`config.mk`:
```
export PLATFORM = sky130hd
export DESIGN_NAME = dlp_top
export DESIGN_NICKNAME = d
export VERILOG_FILES = /design/src/include/dlp_pkg.sv /design/src/rtl/dlp_sync.sv /design/src/rtl/dlp_qchan.sv /design/src/rtl/dlp_top.sv
export VERILOG_INCLUDE_DIRS = /design/src /design/src/include
export SDC_FILE = /design/constraint.sdc
export NUM_CORES = 1
export LEC_CHECK = 0
export BUFFER_PORTS_ARGS = -buffer_cell sky130_fd_sc_hd__buf_2
export CAP_MARGIN = 10
export CORE_MARGIN = 10
export CORE_UTILIZATION = 54
export CTS_CLUSTER_DIAMETER = 150
export CTS_CLUSTER_SIZE = 25
export DETAILED_ROUTE_END_ITERATION = 10
export GPL_TIMING_DRIVEN = 0
export PLACE_DENSITY = 0.91
export SYNTH_ARGS = -nofsm -noshare
export SYNTH_HDL_FRONTEND = slang
export SYNTH_SLANG_ARGS = --single-unit
export TNS_END_PERCENT = 10
```
`constraint.sdc`:
```
create_clock -name core_clk -period 8.8 [get_ports core_clk]
set_clock_uncertainty 0.15 [all_clocks]
set_input_delay 0.88 -clock core_clk [delete_from_list [all_inputs] [get_ports core_clk]]
set_output_delay 0.88 -clock core_clk [all_outputs]
set_load 0.005 [all_outputs]
```
`src/include/dlp_cfg.svh`:
```
// Purpose: Offsets, field positions, reset values and codes for the distributor low-power block
// Assumes: 32-bit register port, 8-bit byte address, one aligned word per register
// Notes: Types live in dlp_pkg
`ifndef DLP_CFG_SVH
`define DLP_CFG_SVH

`define DLP_OFS_QUIESCENT 8'h00
`define DLP_OFS_WAKE_EN   8'h04
`define DLP_OFS_STATUS    8'h08
`define DLP_OFS_BUS_EN    8'h0C
`define DLP_OFS_MGR       8'h10
`define DLP_OFS_OUTST     8'h14

`define DLP_RST_QUIESCENT 16'h0000
`define DLP_RST_WAKE_EN   16'h0000
`define DLP_RST_MGR       1'h0

`define DLP_BURST_FIXED   2'h0
`define DLP_BURST_INCR    2'h1
`define DLP_BURST_WRAP    2'h2

`define DLP_STAT_CLK_STOP 16
`define DLP_STAT_ISO      17
`define DLP_STAT_CC_ERR   18
`define DLP_STAT_REG_ERR  19
`define DLP_MGR_FIX_WRAP  0

`endif

```
`src/include/dlp_pkg.sv`:
```
// Purpose: Shared types of the distributor low-power block
// Assumes: Nothing beyond the cfg header
// Notes: Q-Channel handshake states
package dlp_pkg;

  typedef enum logic [1:0] {
    Q_RUN,
    Q_STOP,
    Q_DENY
  } dlp_qstate_t;

  typedef logic [1:0] dlp_burst_t;

endpackage

```
`src/rtl/dlp_sync.sv`:
```
// Purpose: Two-flop synchroniser for asynchronous request pins
// Assumes: Inputs may change at any time relative to core_clk
// Notes: First stage feeds only the second stage
module dlp_sync #(
  parameter int          W       = 1,
  parameter logic [15:0] RST_VAL = 16'h0000
) (
  // Clock and reset
  input  wire logic         core_clk,
  input  wire logic         rst,
  input  wire logic         ce,
  // Data
  input  wire logic [W-1:0] d_async,
  output logic      [W-1:0] d_sync
);
  logic [W-1:0] meta_q;

  always_ff @(posedge core_clk or posedge rst)
  begin
    if (rst)
    begin
      meta_q <= RST_VAL[W-1:0];
      d_sync <= RST_VAL[W-1:0];
    end
    else if (ce)
    begin
      meta_q <= d_async;
      d_sync <= meta_q;
    end
  end

endmodule

```
`src/rtl/dlp_qchan.sv`:
```
// Purpose: One Q-Channel device-side handshake
// Assumes: req_n_s already synchronised to core_clk
// Notes: Answer decision taken once, on the falling request
module dlp_qchan (
  // Clock and reset
  input  wire logic core_clk,
  input  wire logic rst,
  input  wire logic ce,
  // Channel
  input  wire logic req_n_s,
  input  wire logic allow,
  output logic      accept_n,
  output logic      deny,
  output logic      stopped
);
  dlp_pkg::dlp_qstate_t st_q;

  always_ff @(posedge core_clk or posedge rst)
  begin
    if (rst)
      st_q <= dlp_pkg::Q_RUN;
    else if (ce)
    begin
      unique case (st_q)
        dlp_pkg::Q_RUN:
          if (!req_n_s)
            st_q <= allow ? dlp_pkg::Q_STOP : dlp_pkg::Q_DENY;
        dlp_pkg::Q_STOP:
          if (req_n_s)
            st_q <= dlp_pkg::Q_RUN;
        dlp_pkg::Q_DENY:
          if (req_n_s)
            st_q <= dlp_pkg::Q_RUN;
        // Fourth code is unused; recover to run rather than lock up
        default:
          st_q <= dlp_pkg::Q_RUN;
      endcase
    end
  end

  assign accept_n = (st_q != dlp_pkg::Q_STOP);
  assign deny     = (st_q == dlp_pkg::Q_DENY);
  assign stopped  = (st_q == dlp_pkg::Q_STOP);

  q_one_answer_a: assert property (@(posedge core_clk) disable iff (rst)
    !(deny && !accept_n))
    else $error("accept and deny both asserted");

  q_answer_held_a: assert property (@(posedge core_clk) disable iff (rst)
    (!req_n_s && (deny || !accept_n)) |=> ($stable(deny) && $stable(accept_n)))
    else $error("answer dropped while request low");

  q_answer_given_a: assert property (@(posedge core_clk) disable iff (rst)
    (ce && !req_n_s && accept_n && !deny) |=> (deny ^ !accept_n))
    else $error("request low left unanswered");

endmodule

```
`src/rtl/dlp_top.sv`:
```
// Purpose: Distributor low-power channels and manager port shaping
// Assumes: Manager and unit-bus signals are on core_clk; request pins are asynchronous
// Notes: Wake outputs are combinational from asynchronous inputs
//
// Implementation choices: strobed register access and the register addresses.
`include "dlp_cfg.svh"

module dlp_top #(
  parameter int   N_UNITS    = 4,
  parameter int   ID_W       = 2,
  parameter int   OUT_W      = 4,
  parameter logic CROSS_CHIP = 1'b0,
  parameter logic MULTICHIP  = 1'b0
) (
  // Clock and reset
  input  wire logic               core_clk,
  input  wire logic               rst,
  input  wire logic               ce,
  // Register port
  input  wire logic [7:0]         reg_addr,
  input  wire logic [31:0]        reg_wdata,
  input  wire logic               reg_we,
  input  wire logic               reg_re,
  output logic      [31:0]        reg_rdata,
  // Distributor clock Q-Channel
  input  wire logic               dist_qreq_n,
  output logic                    dist_qaccept_n,
  output logic                    dist_qdeny,
  output logic                    dist_clk_en,
  input  wire logic               dist_busy,
  // Unit power Q-Channels and buses
  input  wire logic [N_UNITS-1:0] unit_qreq_n,
  output logic      [N_UNITS-1:0] unit_qaccept_n,
  output logic      [N_UNITS-1:0] unit_qdeny,
  input  wire logic [N_UNITS-1:0] unit_bus_busy,
  output logic      [N_UNITS-1:0] unit_bus_en,
  input  wire logic [N_UNITS-1:0] unit_msg_pending,
  output logic      [N_UNITS-1:0] unit_wake_active,
  // P-Channel
  input  wire logic               p_req,
  input  wire logic               p_state,
  output logic                    p_accept,
  output logic                    p_isolated,
  // Manager request in
  input  wire logic               mreq_valid,
  output logic                    mreq_ready,
  input  wire logic               mreq_write,
  input  wire logic [31:0]        mreq_addr,
  input  wire logic [3:0]         mreq_len,
  input  wire logic [2:0]         mreq_size,
  input  wire logic [1:0]         mreq_burst,
  input  wire logic [ID_W-1:0]    mreq_id,
  input  wire logic               mreq_cc,
  // Manager address out
  output logic                    ax_valid,
  input  wire logic               ax_ready,
  output logic                    ax_write,
  output logic      [31:0]        ax_addr,
  output logic      [3:0]         ax_len,
  output logic      [2:0]         ax_size,
  output logic      [1:0]         ax_burst,
  output logic      [ID_W-1:0]    ax_id,
  // Manager responses
  input  wire logic               r_valid,
  input  wire logic [ID_W-1:0]    r_id,
  input  wire logic               r_last,
  output logic                    r_ready,
  input  wire logic               b_valid,
  input  wire logic [ID_W-1:0]    b_id,
  output logic                    b_ready
);
  localparam int N_IDS = 1 << ID_W;

  if (N_UNITS < 1 || N_UNITS > 16)
    $error("N_UNITS must be 1 to 16");
  if (ID_W < 1 || ID_W > 4 || OUT_W < 2 || OUT_W > 8)
    $error("ID_W or OUT_W out of range");

  logic [N_UNITS-1:0] quiescent_q;
  logic [N_UNITS-1:0] wake_en_q;
  logic               fix_wrap_q;
  logic               cc_err_q;
  logic               reg_err_q;
  logic [N_UNITS-1:0] unit_req_s;
  logic [N_UNITS-1:0] unit_stopped;
  logic               dist_req_s;
  logic               dist_stopped;
  logic [N_IDS-1:0]   id_busy;
  logic               any_outst;
  logic               iso_q;
  logic               pacc_q;
  logic               req_regular;
  logic               req_legal;
  logic               id_room;
  logic               take;
  logic               issue;
  logic [1:0]         burst_d;
  logic [OUT_W-1:0]   outst_cnt [N_IDS];

  dlp_sync #(
    .W       (1),
    .RST_VAL (16'h0001)
  ) u_dist_sync (
    .core_clk (core_clk),
    .rst      (rst),
    .ce       (ce),
    .d_async  (dist_qreq_n),
    .d_sync   (dist_req_s)
  );

  dlp_sync #(
    .W       (N_UNITS),
    .RST_VAL (16'hFFFF)
  ) u_unit_sync (
    .core_clk (core_clk),
    .rst      (rst),
    .ce       (ce),
    .d_async  (unit_qreq_n),
    .d_sync   (unit_req_s)
  );

  dlp_qchan u_dist_q (
    .core_clk (core_clk),
    .rst      (rst),
    .ce       (ce),
    .req_n_s  (dist_req_s),
    .allow    (!dist_busy && !any_outst && !ax_valid),
    .accept_n (dist_qaccept_n),
    .deny     (dist_qdeny),
    .stopped  (dist_stopped)
  );

  assign dist_clk_en = !dist_stopped;

  for (genvar i = 0; i < N_UNITS; i++)
  begin : g_unit
    dlp_qchan u_q (
      .core_clk (core_clk),
      .rst      (rst),
      .ce       (ce),
      .req_n_s  (unit_req_s[i]),
      .allow    (quiescent_q[i] && !unit_bus_busy[i]),
      .accept_n (unit_qaccept_n[i]),
      .deny     (unit_qdeny[i]),
      .stopped  (unit_stopped[i])
    );
    assign unit_bus_en[i]      = !unit_stopped[i] && !wake_en_q[i];
    assign unit_wake_active[i] = wake_en_q[i] && unit_msg_pending[i];
  end

  if (MULTICHIP)
  begin : g_pchan
    logic preq_s;
    logic pstate_s;

    dlp_sync #(
      .W       (2),
      .RST_VAL (16'h0000)
    ) u_p_sync (
      .core_clk (core_clk),
      .rst      (rst),
      .ce       (ce),
      .d_async  ({p_req, p_state}),
      .d_sync   ({preq_s, pstate_s})
    );

    // Isolation waits for traffic to drain so state saved is complete
    always_ff @(posedge core_clk or posedge rst)
    begin
      if (rst)
      begin
        iso_q  <= 1'b0;
        pacc_q <= 1'b0;
      end
      else if (ce)
      begin
        if (preq_s && !pacc_q && !any_outst && !ax_valid)
        begin
          iso_q  <= pstate_s;
          pacc_q <= 1'b1;
        end
        else if (!preq_s)
          pacc_q <= 1'b0;
      end
    end
  end
  else
  begin : g_no_pchan
    assign iso_q  = 1'b0;
    assign pacc_q = 1'b0;
  end

  assign p_accept   = pacc_q;
  assign p_isolated = iso_q;

  always_comb
  begin
    req_regular = (mreq_len == 4'h0) || (mreq_len == 4'h1) || (mreq_len == 4'h3) ||
                  (mreq_len == 4'h7) || (mreq_len == 4'hF);
    if (mreq_size != 3'h0)
      req_regular = req_regular && ((mreq_addr & ((32'h1 << mreq_size) - 32'h1)) == 32'h0);
    req_legal = CROSS_CHIP ? 1'b1 : (!mreq_cc && req_regular);
  end

  always_comb
  begin
    burst_d = mreq_burst;
    if (mreq_burst == `DLP_BURST_FIXED || mreq_burst == 2'h3)
      burst_d = fix_wrap_q ? `DLP_BURST_WRAP : `DLP_BURST_INCR;
    // Wrap needs a power-of-two length above one beat
    if (burst_d == `DLP_BURST_WRAP && (!req_regular || mreq_len == 4'h0))
      burst_d = `DLP_BURST_INCR;
  end

  assign id_room    = (outst_cnt[mreq_id] != {OUT_W{1'b1}});
  // Cross-chip traffic stalls while isolated rather than being dropped
  assign mreq_ready = ce && (!ax_valid || ax_ready) && id_room && !(iso_q && mreq_cc);
  assign take       = mreq_valid && mreq_ready;
  assign issue      = ax_valid && ax_ready && ce;

  always_ff @(posedge core_clk or posedge rst)
  begin
    if (rst)
    begin
      ax_valid <= 1'b0;
      ax_write <= 1'b0;
      ax_addr  <= 32'h0000_0000;
      ax_len   <= 4'h0;
      ax_size  <= 3'h0;
      ax_burst <= `DLP_BURST_INCR;
      ax_id    <= '0;
    end
    else if (ce)
    begin
      if (take && req_legal)
      begin
        ax_valid <= 1'b1;
        ax_write <= mreq_write;
        ax_addr  <= mreq_addr;
        ax_len   <= mreq_len;
        ax_size  <= mreq_size;
        ax_burst <= burst_d;
        ax_id    <= mreq_id;
      end
      else if (ax_ready)
        ax_valid <= 1'b0;
    end
  end

  assign r_ready = 1'b1;
  assign b_ready = 1'b1;

  // Counters count at address issue, so a response never beats its count
  for (genvar k = 0; k < N_IDS; k++)
  begin : g_outst
    logic inc;
    logic dec_r;
    logic dec_b;
    assign inc   = issue && (ax_id == ID_W'(k));
    assign dec_r = r_valid && r_last && (r_id == ID_W'(k));
    // A read and a write of one ID may retire together; both must count
    assign dec_b = b_valid && (b_id == ID_W'(k));
    always_ff @(posedge core_clk or posedge rst)
    begin
      if (rst)
        outst_cnt[k] <= '0;
      else if (ce)
        outst_cnt[k] <= outst_cnt[k] + OUT_W'(inc) - OUT_W'(dec_r) - OUT_W'(dec_b);
    end
    assign id_busy[k] = (outst_cnt[k] != '0);
  end

  assign any_outst = |id_busy;

  // Software-steered registers
  always_ff @(posedge core_clk or posedge rst)
  begin
    if (rst)
    begin
      quiescent_q <= N_UNITS'(`DLP_RST_QUIESCENT);
      wake_en_q   <= N_UNITS'(`DLP_RST_WAKE_EN);
      fix_wrap_q  <= `DLP_RST_MGR;
    end
    else if (ce && reg_we)
    begin
      unique case (reg_addr)
        `DLP_OFS_QUIESCENT: quiescent_q <= reg_wdata[N_UNITS-1:0];
        `DLP_OFS_WAKE_EN:   wake_en_q   <= reg_wdata[N_UNITS-1:0];
        `DLP_OFS_MGR:       fix_wrap_q  <= reg_wdata[`DLP_MGR_FIX_WRAP];
        default:            ;
      endcase
    end
  end

  // Sticky errors: a new refusal wins over a clear in the same cycle
  always_ff @(posedge core_clk or posedge rst)
  begin
    if (rst)
    begin
      cc_err_q  <= 1'b0;
      reg_err_q <= 1'b0;
    end
    else if (ce)
    begin
      if (reg_we && reg_addr == `DLP_OFS_STATUS)
      begin
        if (reg_wdata[`DLP_STAT_CC_ERR])
          cc_err_q <= 1'b0;
        if (reg_wdata[`DLP_STAT_REG_ERR])
          reg_err_q <= 1'b0;
      end
      if (take && !req_legal && mreq_cc)
        cc_err_q <= 1'b1;
      if (take && !req_legal && !mreq_cc)
        reg_err_q <= 1'b1;
    end
  end

  always_ff @(posedge core_clk or posedge rst)
  begin
    if (rst)
      reg_rdata <= 32'h0000_0000;
    else if (ce)
    begin
      reg_rdata <= 32'h0000_0000;
      if (reg_re)
      begin
        unique case (reg_addr)
          `DLP_OFS_QUIESCENT: reg_rdata[N_UNITS-1:0] <= quiescent_q;
          `DLP_OFS_WAKE_EN:   reg_rdata[N_UNITS-1:0] <= wake_en_q;
          `DLP_OFS_STATUS:
          begin
            reg_rdata[N_UNITS-1:0]          <= unit_stopped;
            reg_rdata[`DLP_STAT_CLK_STOP]   <= dist_stopped;
            reg_rdata[`DLP_STAT_ISO]        <= iso_q;
            reg_rdata[`DLP_STAT_CC_ERR]     <= cc_err_q;
            reg_rdata[`DLP_STAT_REG_ERR]    <= reg_err_q;
          end
          `DLP_OFS_BUS_EN:    reg_rdata[N_UNITS-1:0] <= unit_bus_en;
          `DLP_OFS_MGR:       reg_rdata[`DLP_MGR_FIX_WRAP] <= fix_wrap_q;
          `DLP_OFS_OUTST:     reg_rdata[N_IDS-1:0] <= id_busy;
          default:            ;
        endcase
      end
    end
  end

  no_fixed_burst_a: assert property (@(posedge core_clk) disable iff (rst)
    ax_valid |-> (ax_burst == `DLP_BURST_INCR || ax_burst == `DLP_BURST_WRAP))
    else $error("fixed burst issued");

  read_beats_taken_a: assert property (@(posedge core_clk) disable iff (rst)
    (r_valid && r_last && ce && !(issue && ax_id == r_id) && !(b_valid && b_id == r_id) &&
     outst_cnt[r_id] != '0)
    |=> (outst_cnt[$past(r_id)] == $past(outst_cnt[r_id]) - 1'b1))
    else $error("interleaved read last not retired");

  regular_only_a: assert property (@(posedge core_clk) disable iff (rst)
    (ce && take && !CROSS_CHIP && (mreq_cc || !req_regular)) |=> !ax_valid || $stable(ax_addr))
    else $error("irregular or cross-chip request issued");

  clk_deny_busy_a: assert property (@(posedge core_clk) disable iff (rst)
    (ce && dist_busy && dist_req_s ##1 ce && !dist_req_s && dist_busy) |=> dist_qdeny)
    else $error("clock channel accepted while busy");

  unit_quiescent_a: assert property (@(posedge core_clk) disable iff (rst)
    (ce && !unit_req_s[0] && unit_qaccept_n[0] && !unit_qdeny[0] && !quiescent_q[0])
    |=> unit_qdeny[0] && unit_qaccept_n[0])
    else $error("unit accepted without quiescent flag");

  unit_bus_idle_a: assert property (@(posedge core_clk) disable iff (rst)
    $fell(unit_qaccept_n[0]) |-> (!unit_bus_en[0] && !$past(unit_bus_busy[0])))
    else $error("unit accepted with bus active");

  wake_output_a: assert property (@(posedge core_clk) disable iff (rst)
    unit_wake_active[0] |-> (wake_en_q[0] && !unit_bus_en[0]))
    else $error("wake output without bus idled");

  req_sync_depth_a: assert property (@(posedge core_clk) disable iff (rst)
    (ce [*3]) |-> (dist_req_s == $past(dist_qreq_n, 2)))
    else $error("request not two-stage synchronised");

  pchan_absent_a: assert property (@(posedge core_clk) disable iff (rst)
    !MULTICHIP |-> (!p_accept && !p_isolated))
    else $error("P-Channel active in single-chip build");

endmodule

```
# Word-level counts from Yosys, hierarchy flattened

Cells that the tools add are included.

$add $sub $neg: 13
$lt $le $gt $ge: 1
Equal/unequal tests: 46
Shift operators: 1
Muxes and demuxes: 40
Bitwise gates (word level): 2
Reductions and logical operators: 107

Operators with widths:

| cell                                                                 | count |
|---|---|
| 1-bit logical AND                                                    | 41 |
| 2-bit 2-to-1 mux                                                     | 18 |
| 32-bit AND                                                           | 1 |
| 32-bit zero test                                                     | 1 |
| 1-bit by 3-bit left shift with 32-bit output, first input constant   | 1 |
| 32-bit by 1-bit subtractor with 32-bit output, second input constant | 1 |
| 4-bit by 1-bit subtractor with 4-bit output                          | 8 |
| 2-bit == test, second input constant                                 | 13 |
| 3-bit AND reduction                                                  | 7 |
| 4-bit 2-to-1 mux                                                     | 5 |
| 2-bit by 1-bit != test with 1-bit output, second input constant      | 10 |
| 2-bit case mux with 2 select lines                                   | 5 |
| 1-bit zero test                                                      | 19 |
| 2-bit zero test                                                      | 9 |
| 4-bit by 1-bit adder with 4-bit output                               | 4 |
| 2-bit by 1-bit == test with 1-bit output, second input constant      | 8 |
| 8-bit by 4-bit == test with 1-bit output, second input constant      | 2 |
| 8-bit by 5-bit == test with 1-bit output, second input constant      | 2 |
| 4-bit nonzero test                                                   | 4 |
| 3-bit case mux with 5 select lines                                   | 1 |
| 2-bit != test, second input constant                                 | 5 |
| 2-bit AND reduction                                                  | 5 |
| 2-bit nonzero test                                                   | 5 |
| 2-bit OR reduction                                                   | 5 |
| other kinds (16)                                                     | 30 |

Flip-flop bits (word level): 100
Bits of input ports: 115
Logic and storage cells: 236

# Logic depth before layout (Yosys ltp)

Depth in word-level cells: 13
Gate-level depth with buffers: 12
Gate-level depth less buffers: 10

# Hierarchy

Synthesis repeated with hierarchy kept, for this count alone.

Cell total of the unflattened synthesis: 572
Area, all modules: 5735.5 µm²

Modules (own cells, without submodules):

| module                  | instances | cells each | area each (µm²) |
|---|---|---|---|
| dlp_top                 | 1         | 449        | 4504.3 |
| dlp_qchan               | 5         | 20         | 161.4 |
| dlp_sync at u_unit_sync | 1         | 18         | 345.3 |
| dlp_sync at u_dist_sync | 1         | 5          | 78.8 |

# Worst setup path after synthesis

OpenSTA, ideal clock, no wires.

Path type: input-to-reg
Start point: input mreq_size[1]
End point: register ax_addr[10]
Arrival: 3.106 ns
Required time: 8.525 ns
Setup slack: 5.419 ns
Stages on the path: 10
Buffers on the path: 2
Path through: buf_6 -> nor2_1 -> nand2_1 -> ha_1 -> a31o_2 -> a2111oi_4 -> a32oi_2 -> nor2_8 -> buf_12 -> mux2_4

Word-level cells in the longest chain between the ends: 9

Ends and longest elaborated chain:

| what                                          | RTL line       | RTL |
|---|---|---|
| start: declaration                            | dlp_top.sv:50  | `input wire logic [2:0] mreq_size,` |
| 1-bit by 3-bit left shift with 32-bit output  | dlp_top.sv:201 | `req_regular = req_regular && ((mreq_addr & ((32'h1 << mreq_size) - 32'h1)) == 32'h0);` |
| 32-bit by 1-bit subtractor with 32-bit output | dlp_top.sv:201 |  |
| 32-bit AND                                    | dlp_top.sv:201 |  |
| 32-bit zero test                              | dlp_top.sv:201 |  |
| 1-bit logical AND                             | dlp_top.sv:201 |  |
| 1-bit 2-to-1 mux (*)                          | dlp_top.sv:200 | `if (mreq_size != 3'h0)` |
| 1-bit logical AND (*)                         | dlp_top.sv:202 | `req_legal = CROSS_CHIP ? 1'b1 : (!mreq_cc && req_regular);` |
| 1-bit logical AND (*)                         | dlp_top.sv:235 | `if (take && req_legal)` |
| 2-bit AND reduction (no line) (*)             | --             |  |
| end signal: assignment                        | dlp_top.sv:239 | `ax_addr <= mreq_addr;` |
| end: declaration                              | dlp_top.sv:58  | `output logic [31:0] ax_addr,` |

Every way passes the cells marked *; elsewhere a longest branch is shown, timed or not.
A chain may end at the register's enable or synchronous reset.

# Final worst setup path

Start point: input mreq_size[1]
End point: register ax_addr[13]

Same word-level chain as after synthesis.

==> impl.org <==
** STA
- PnR worst setup slack :: roughly 5.4 ns
- Final period util :: 0.385
- Min Clock Period, post-route :: ~3.4 ns
- In the final timing run, aggregate negative setup slack is 0 ns.
- Hold is met by approximately 0.36 ns.
- For this run, the top clock speed supported by timing is just under 0.3 GHz.
- Headroom to the max-slew limit came out at 0.581.
- RSZ-0062 raised after global routing :: false
- The total count of hold-check failures in the final report was 0.
- At the pin with the least slew margin, the transition time is about 0.63 ns.
- Total count of max-transition violations in the final report :: 0
- Setup violations remaining at the end of the flow were counted as 0.

** Clocking
- At the later pin of the worst-skew pair, clock insertion delay measures between 0.3 and 0.4 ns.
- Number of buffers inserted for hold repair after clock tree synthesis :: 0
- Count of clock tree sinks :: 99
- Post-CTS Resized :: 0
- Number of levels the H-tree was split into :: 3
- Clock buffer count from CTS :: 9
- The clock passes through at most 2 buffers.
- Clock-pin slew of the registers on the worst-case setup and hold paths :: 0.09 ns
- The root buffer cell chosen for the clock tree is sky130_fd_sc_hd__clkbuf_8.
- Post-CTS Repair Setup Buffers :: 0
- TritonCTS built the clock tree.

** Drt
- The first routing iteration left 262 violations.
- Number of search-and-repair iterations in the first detailed-routing pass :: 6
- Antenna Nets Post-Route :: 0
- Using the TritonRoute via totals, the vias-per-cell ratio works out to 5.12.
- The final layout contains routed wiring with a total length of approximately 15 mm.
- Average detailed-routed wire length per instance :: around 17 µm
- Via total after detailed routing :: 4546
- Drc violations :: 0

** Power
- Worst ir drop on vdd :: approximately 0.11 mV
- The design draws roughly 1.3 mW.
- For this design the ratio of total power to cell area is between 150 and 200 nW/µm².
- In this run the static leakage power is 3.70 nW.

** Cells and area
- Relative area change from synthesis to final layout :: 21.3%
- Post-route standard cell area excluding fillers :: roughly 7200 µm²
- Final antenna diode count :: 0
- Layout cell share with drive strength beyond 1 :: 0.397
- The final layout contains roughly 900 nets.
- Measured on the finished design, the core utilization comes to 0.663.
- Final standard cell count with taps included and fillers excluded :: ~890

** Global route
- In the global route stage, met3 resource usage came out at 0.0723.
- The global routing stage identified its most utilized layer as met2.
- Across every metal layer, demand over resource in global routing totals 0.187.
- The first global-routing pass estimated 24.1 mm of wire.
- The number of antenna violations at the first check in global routing is 1.
- In the global route stage, met1 resource usage came out at 0.210.
- Overall overflow remaining after global route :: 0
- For met2 alone, demand over resource in global routing was 0.322.
- Vias in the first global route :: 4846
- Entering global routing, the biggest net connects just under 60 pins.

** Die
- Core box area :: 10800 µm²
- Overall die height :: 125 µm
- I/O pins :: between 200 and 250
- The initial utilization of the core area, before any placement, comes to 0.547.
- After floorplanning, the core was divided into 38 placement rows.
- DIE WIDTH :: 125 µm
- The die covers about 16000 µm².

** Synth
- Async S/R FF share, synth :: 1.00
- For this run, the leading register cell type out of synthesis is sky130_fd_sc_hd__dfrtp_1.
- The netlist uses 58 different library cells.
- EDFF count, synth :: 0
- During synthesis, Yosys emitted a total of 0 warnings.
- Counting flops and latches in the post-synthesis netlist gives between 90 and 100.
- Of the synthesized area, sequential elements account for 0.422.
- In this run the cell area of the synthesized design comes to 5900 µm².
- Post-Syn Instances :: 547
- A synthesized cell averages between 10 and 15 µm².

** Placement
- Including well taps, the total number of placed cells is 872.
- After legalization and detailed placement, the total HPWL measured ~12 mm.
- At the end of routability-driven placement, the weighted congestion stood at between 0.8 and 0.9.
- Timing analysis after detailed placement gives a worst setup slack of between 5 and 6 ns.
- Buffers placed on the I/O ports in this run total 157.
- In this run the cell area measured after placement is ~7000 µm².

** Worst setup path
- Critical Path Source Type :: input port
- Cells along the critical path :: buf_2 > buf_6 > nor2_1 > nand2_1 > ha_1 > a211oi_2 > o21ai_2 > a2111oi_4 > a32oi_2 > nor2_8 > buf_12 > mux2_4
- Largest fanout on the critical path :: 10
- STA puts the critical path data arrival time at 3.48 ns.
- Library cell contributing the largest single delay on the critical path :: sky130_fd_sc_hd__a2111oi_4
- On the worst path, the slowest cell contributes a delay of 0.33 ns.
- Among cell families on the critical path, the largest total delay comes from compound AO/OA/AOI/OAI gates.
- Data required, critical path :: between 8 and 9 ns
- Total buffers and inverters traversed by the critical path :: 3
- Critical path class :: input port to flip-flop
- STA classifies the critical path endpoint as a flip-flop.

** Flow run
- Max-cap violations in this run came to 0.

** Hold path
- Hold crit path type :: flip-flop to flip-flop

** Outcome
- The run finished with clean final reports.
[layout make-up]
class / instances / area, µm²
Multi-Input combinational cell: 355 / 2840
Buffer: 53 / 422
Clock buffer: 13 / 149
Clock inverter: 3 / 15.0
Timing Repair Buffer: 158 / 813
Tap cell: 140 / 175
Sequential cell: 99 / 2490
Fill cell: 856 / 3630
Inverter: 67 / 254
[cell usage after synthesis, drive strengths merged, types with 2 or more instances]
cell type,number,area share
and3,4,0.0042
mux2i,7,0.012
clkbuf,7,0.0045
conb,2,0.0013
fa,8,0.027
nor4,5,0.0053
o31ai,2,0.0025
nand2b,5,0.0053
buf,46,0.067
nor3b,4,0.0051
a22oi,5,0.0064
o32ai,3,0.0045
xnor2,5,0.0074
o22ai,6,0.0064
dfstp,11,0.049
nand3,8,0.0068
nor2,23,0.017
nor3,10,0.010
and2,5,0.0053
nor2b,2,0.0021
a211oi,2,0.0042
inv,67,0.043
o21ai,34,0.029
nand4,2,0.0021
mux2,59,0.14
o2bb2ai,3,0.0045
a21oi,12,0.010
nand3b,7,0.0089
ha,33,0.070
nand2,52,0.033
dfrtp,88,0.37
[power by group]
| group | switching (mW) | internal, mW | total [mW] |
|---|---|---|---|
| Sequential | 0.0723 | 0.556 | 0.628 |
| Clock | 0.153 | 0.110 | 0.263 |
| Combinational | 0.213 | 0.239 | 0.453 |
[layout by cell type, fill, tap and decap left out, types with 5 or more instances in the layout]
cell type,synthesis,layout
sky130_fd_sc_hd__buf_2,0,157
sky130_fd_sc_hd__dfrtp_1,88,88
sky130_fd_sc_hd__inv_1,67,66
sky130_fd_sc_hd__nand2_1,52,52
sky130_fd_sc_hd__buf_4,38,38
sky130_fd_sc_hd__mux2_4,36,36
sky130_fd_sc_hd__o21ai_0,33,33
sky130_fd_sc_hd__ha_1,33,33
sky130_fd_sc_hd__conb_1,2,29
sky130_fd_sc_hd__mux2_2,23,23
sky130_fd_sc_hd__nor2_1,22,22
sky130_fd_sc_hd__a21oi_1,12,12
sky130_fd_sc_hd__dfstp_2,11,11
sky130_fd_sc_hd__clkbuf_1,7,10
sky130_fd_sc_hd__clkbuf_8,0,10
sky130_fd_sc_hd__nor3_1,9,9
sky130_fd_sc_hd__nand3_1,8,8
sky130_fd_sc_hd__fa_1,8,8
sky130_fd_sc_hd__nand3b_1,7,7
sky130_fd_sc_hd__mux2i_1,7,7
sky130_fd_sc_hd__o22ai_1,6,6
sky130_fd_sc_hd__nand2b_1,5,5
sky130_fd_sc_hd__nor4_1,5,5
sky130_fd_sc_hd__a22oi_1,5,5
sky130_fd_sc_hd__and2_1,5,5
sky130_fd_sc_hd__xnor2_1,5,5
[per-layer routing]
| metal | up-vias | share of wire |
|---|---|---|
| li1 | 2175 | - |
| met4 | 0 | 0.016 |
| met2 | 194 | 0.49 |
| met1 | 2156 | 0.40 |
| met5 | - | 0 |
| met3 | 21 | 0.094 |
[cells by family (layout without fill, tap and decap cells)]
family / after synthesis / in the layout / share of synthesized area
AO/OA/AOI/OAI: 78 / 78 / 0.0886
multiplexers: 67 / 67 / 0.151
adder cells (fa/ha/maj): 42 / 42 / 0.0987
AND/OR/NAND/NOR: 134 / 134 / 0.117
XOR/XNOR: 5 / 5 / 0.00742
buffers and inverters: 120 / 294 / 0.114
flip-flops: 99 / 99 / 0.422
other: 2 / 29 / 0.00127
[final timing paths]
path | from | end | slack, ns | cells past startpoint
min in group asynchronous | rst | ax_addr[4]$_DFFE_PP0P_ | 0.40 | 2
setup reg to reg | outst_cnt[2]$_DFFE_PP0P_ | ax_addr[13]$_DFFE_PP0P_ | 6.15 | 7
hold / removal | ax_addr[4]$_DFFE_PP0P_ | ax_addr[4]$_DFFE_PP0P_ | 0.36 | 1
hold reg to reg | ax_addr[4]$_DFFE_PP0P_ | ax_addr[4]$_DFFE_PP0P_ | 0.36 | 1
max in group asynchronous | rst | u_unit_sync.d_sync[2]$_DFFE_PP1P_ | 7.38 | 3
setup / recovery | mreq_size[1] | ax_addr[13]$_DFFE_PP0P_ | 5.41 | 12
[registers in the layout, summed over array words and instances, names as in the netlist]
name / cells
ax_id: 2
quiescent_q: 4
ax_len: 4
ax_write: 1
g_unit.u_q.st_q: 8
wake_en_q: 4
u_unit_sync.meta_q: 4
cc_err_q: 1
ax_burst: 2
reg_rdata: 7
u_unit_sync.d_sync: 4
u_dist_sync.meta_q: 1
ax_addr: 32
outst_cnt: 16
reg_err_q: 1
ax_size: 3
u_dist_q.st_q: 2
u_dist_sync.d_sync: 1
fix_wrap_q: 1
ax_valid: 1
Note: power is estimated with default switching activity, not from simulation.
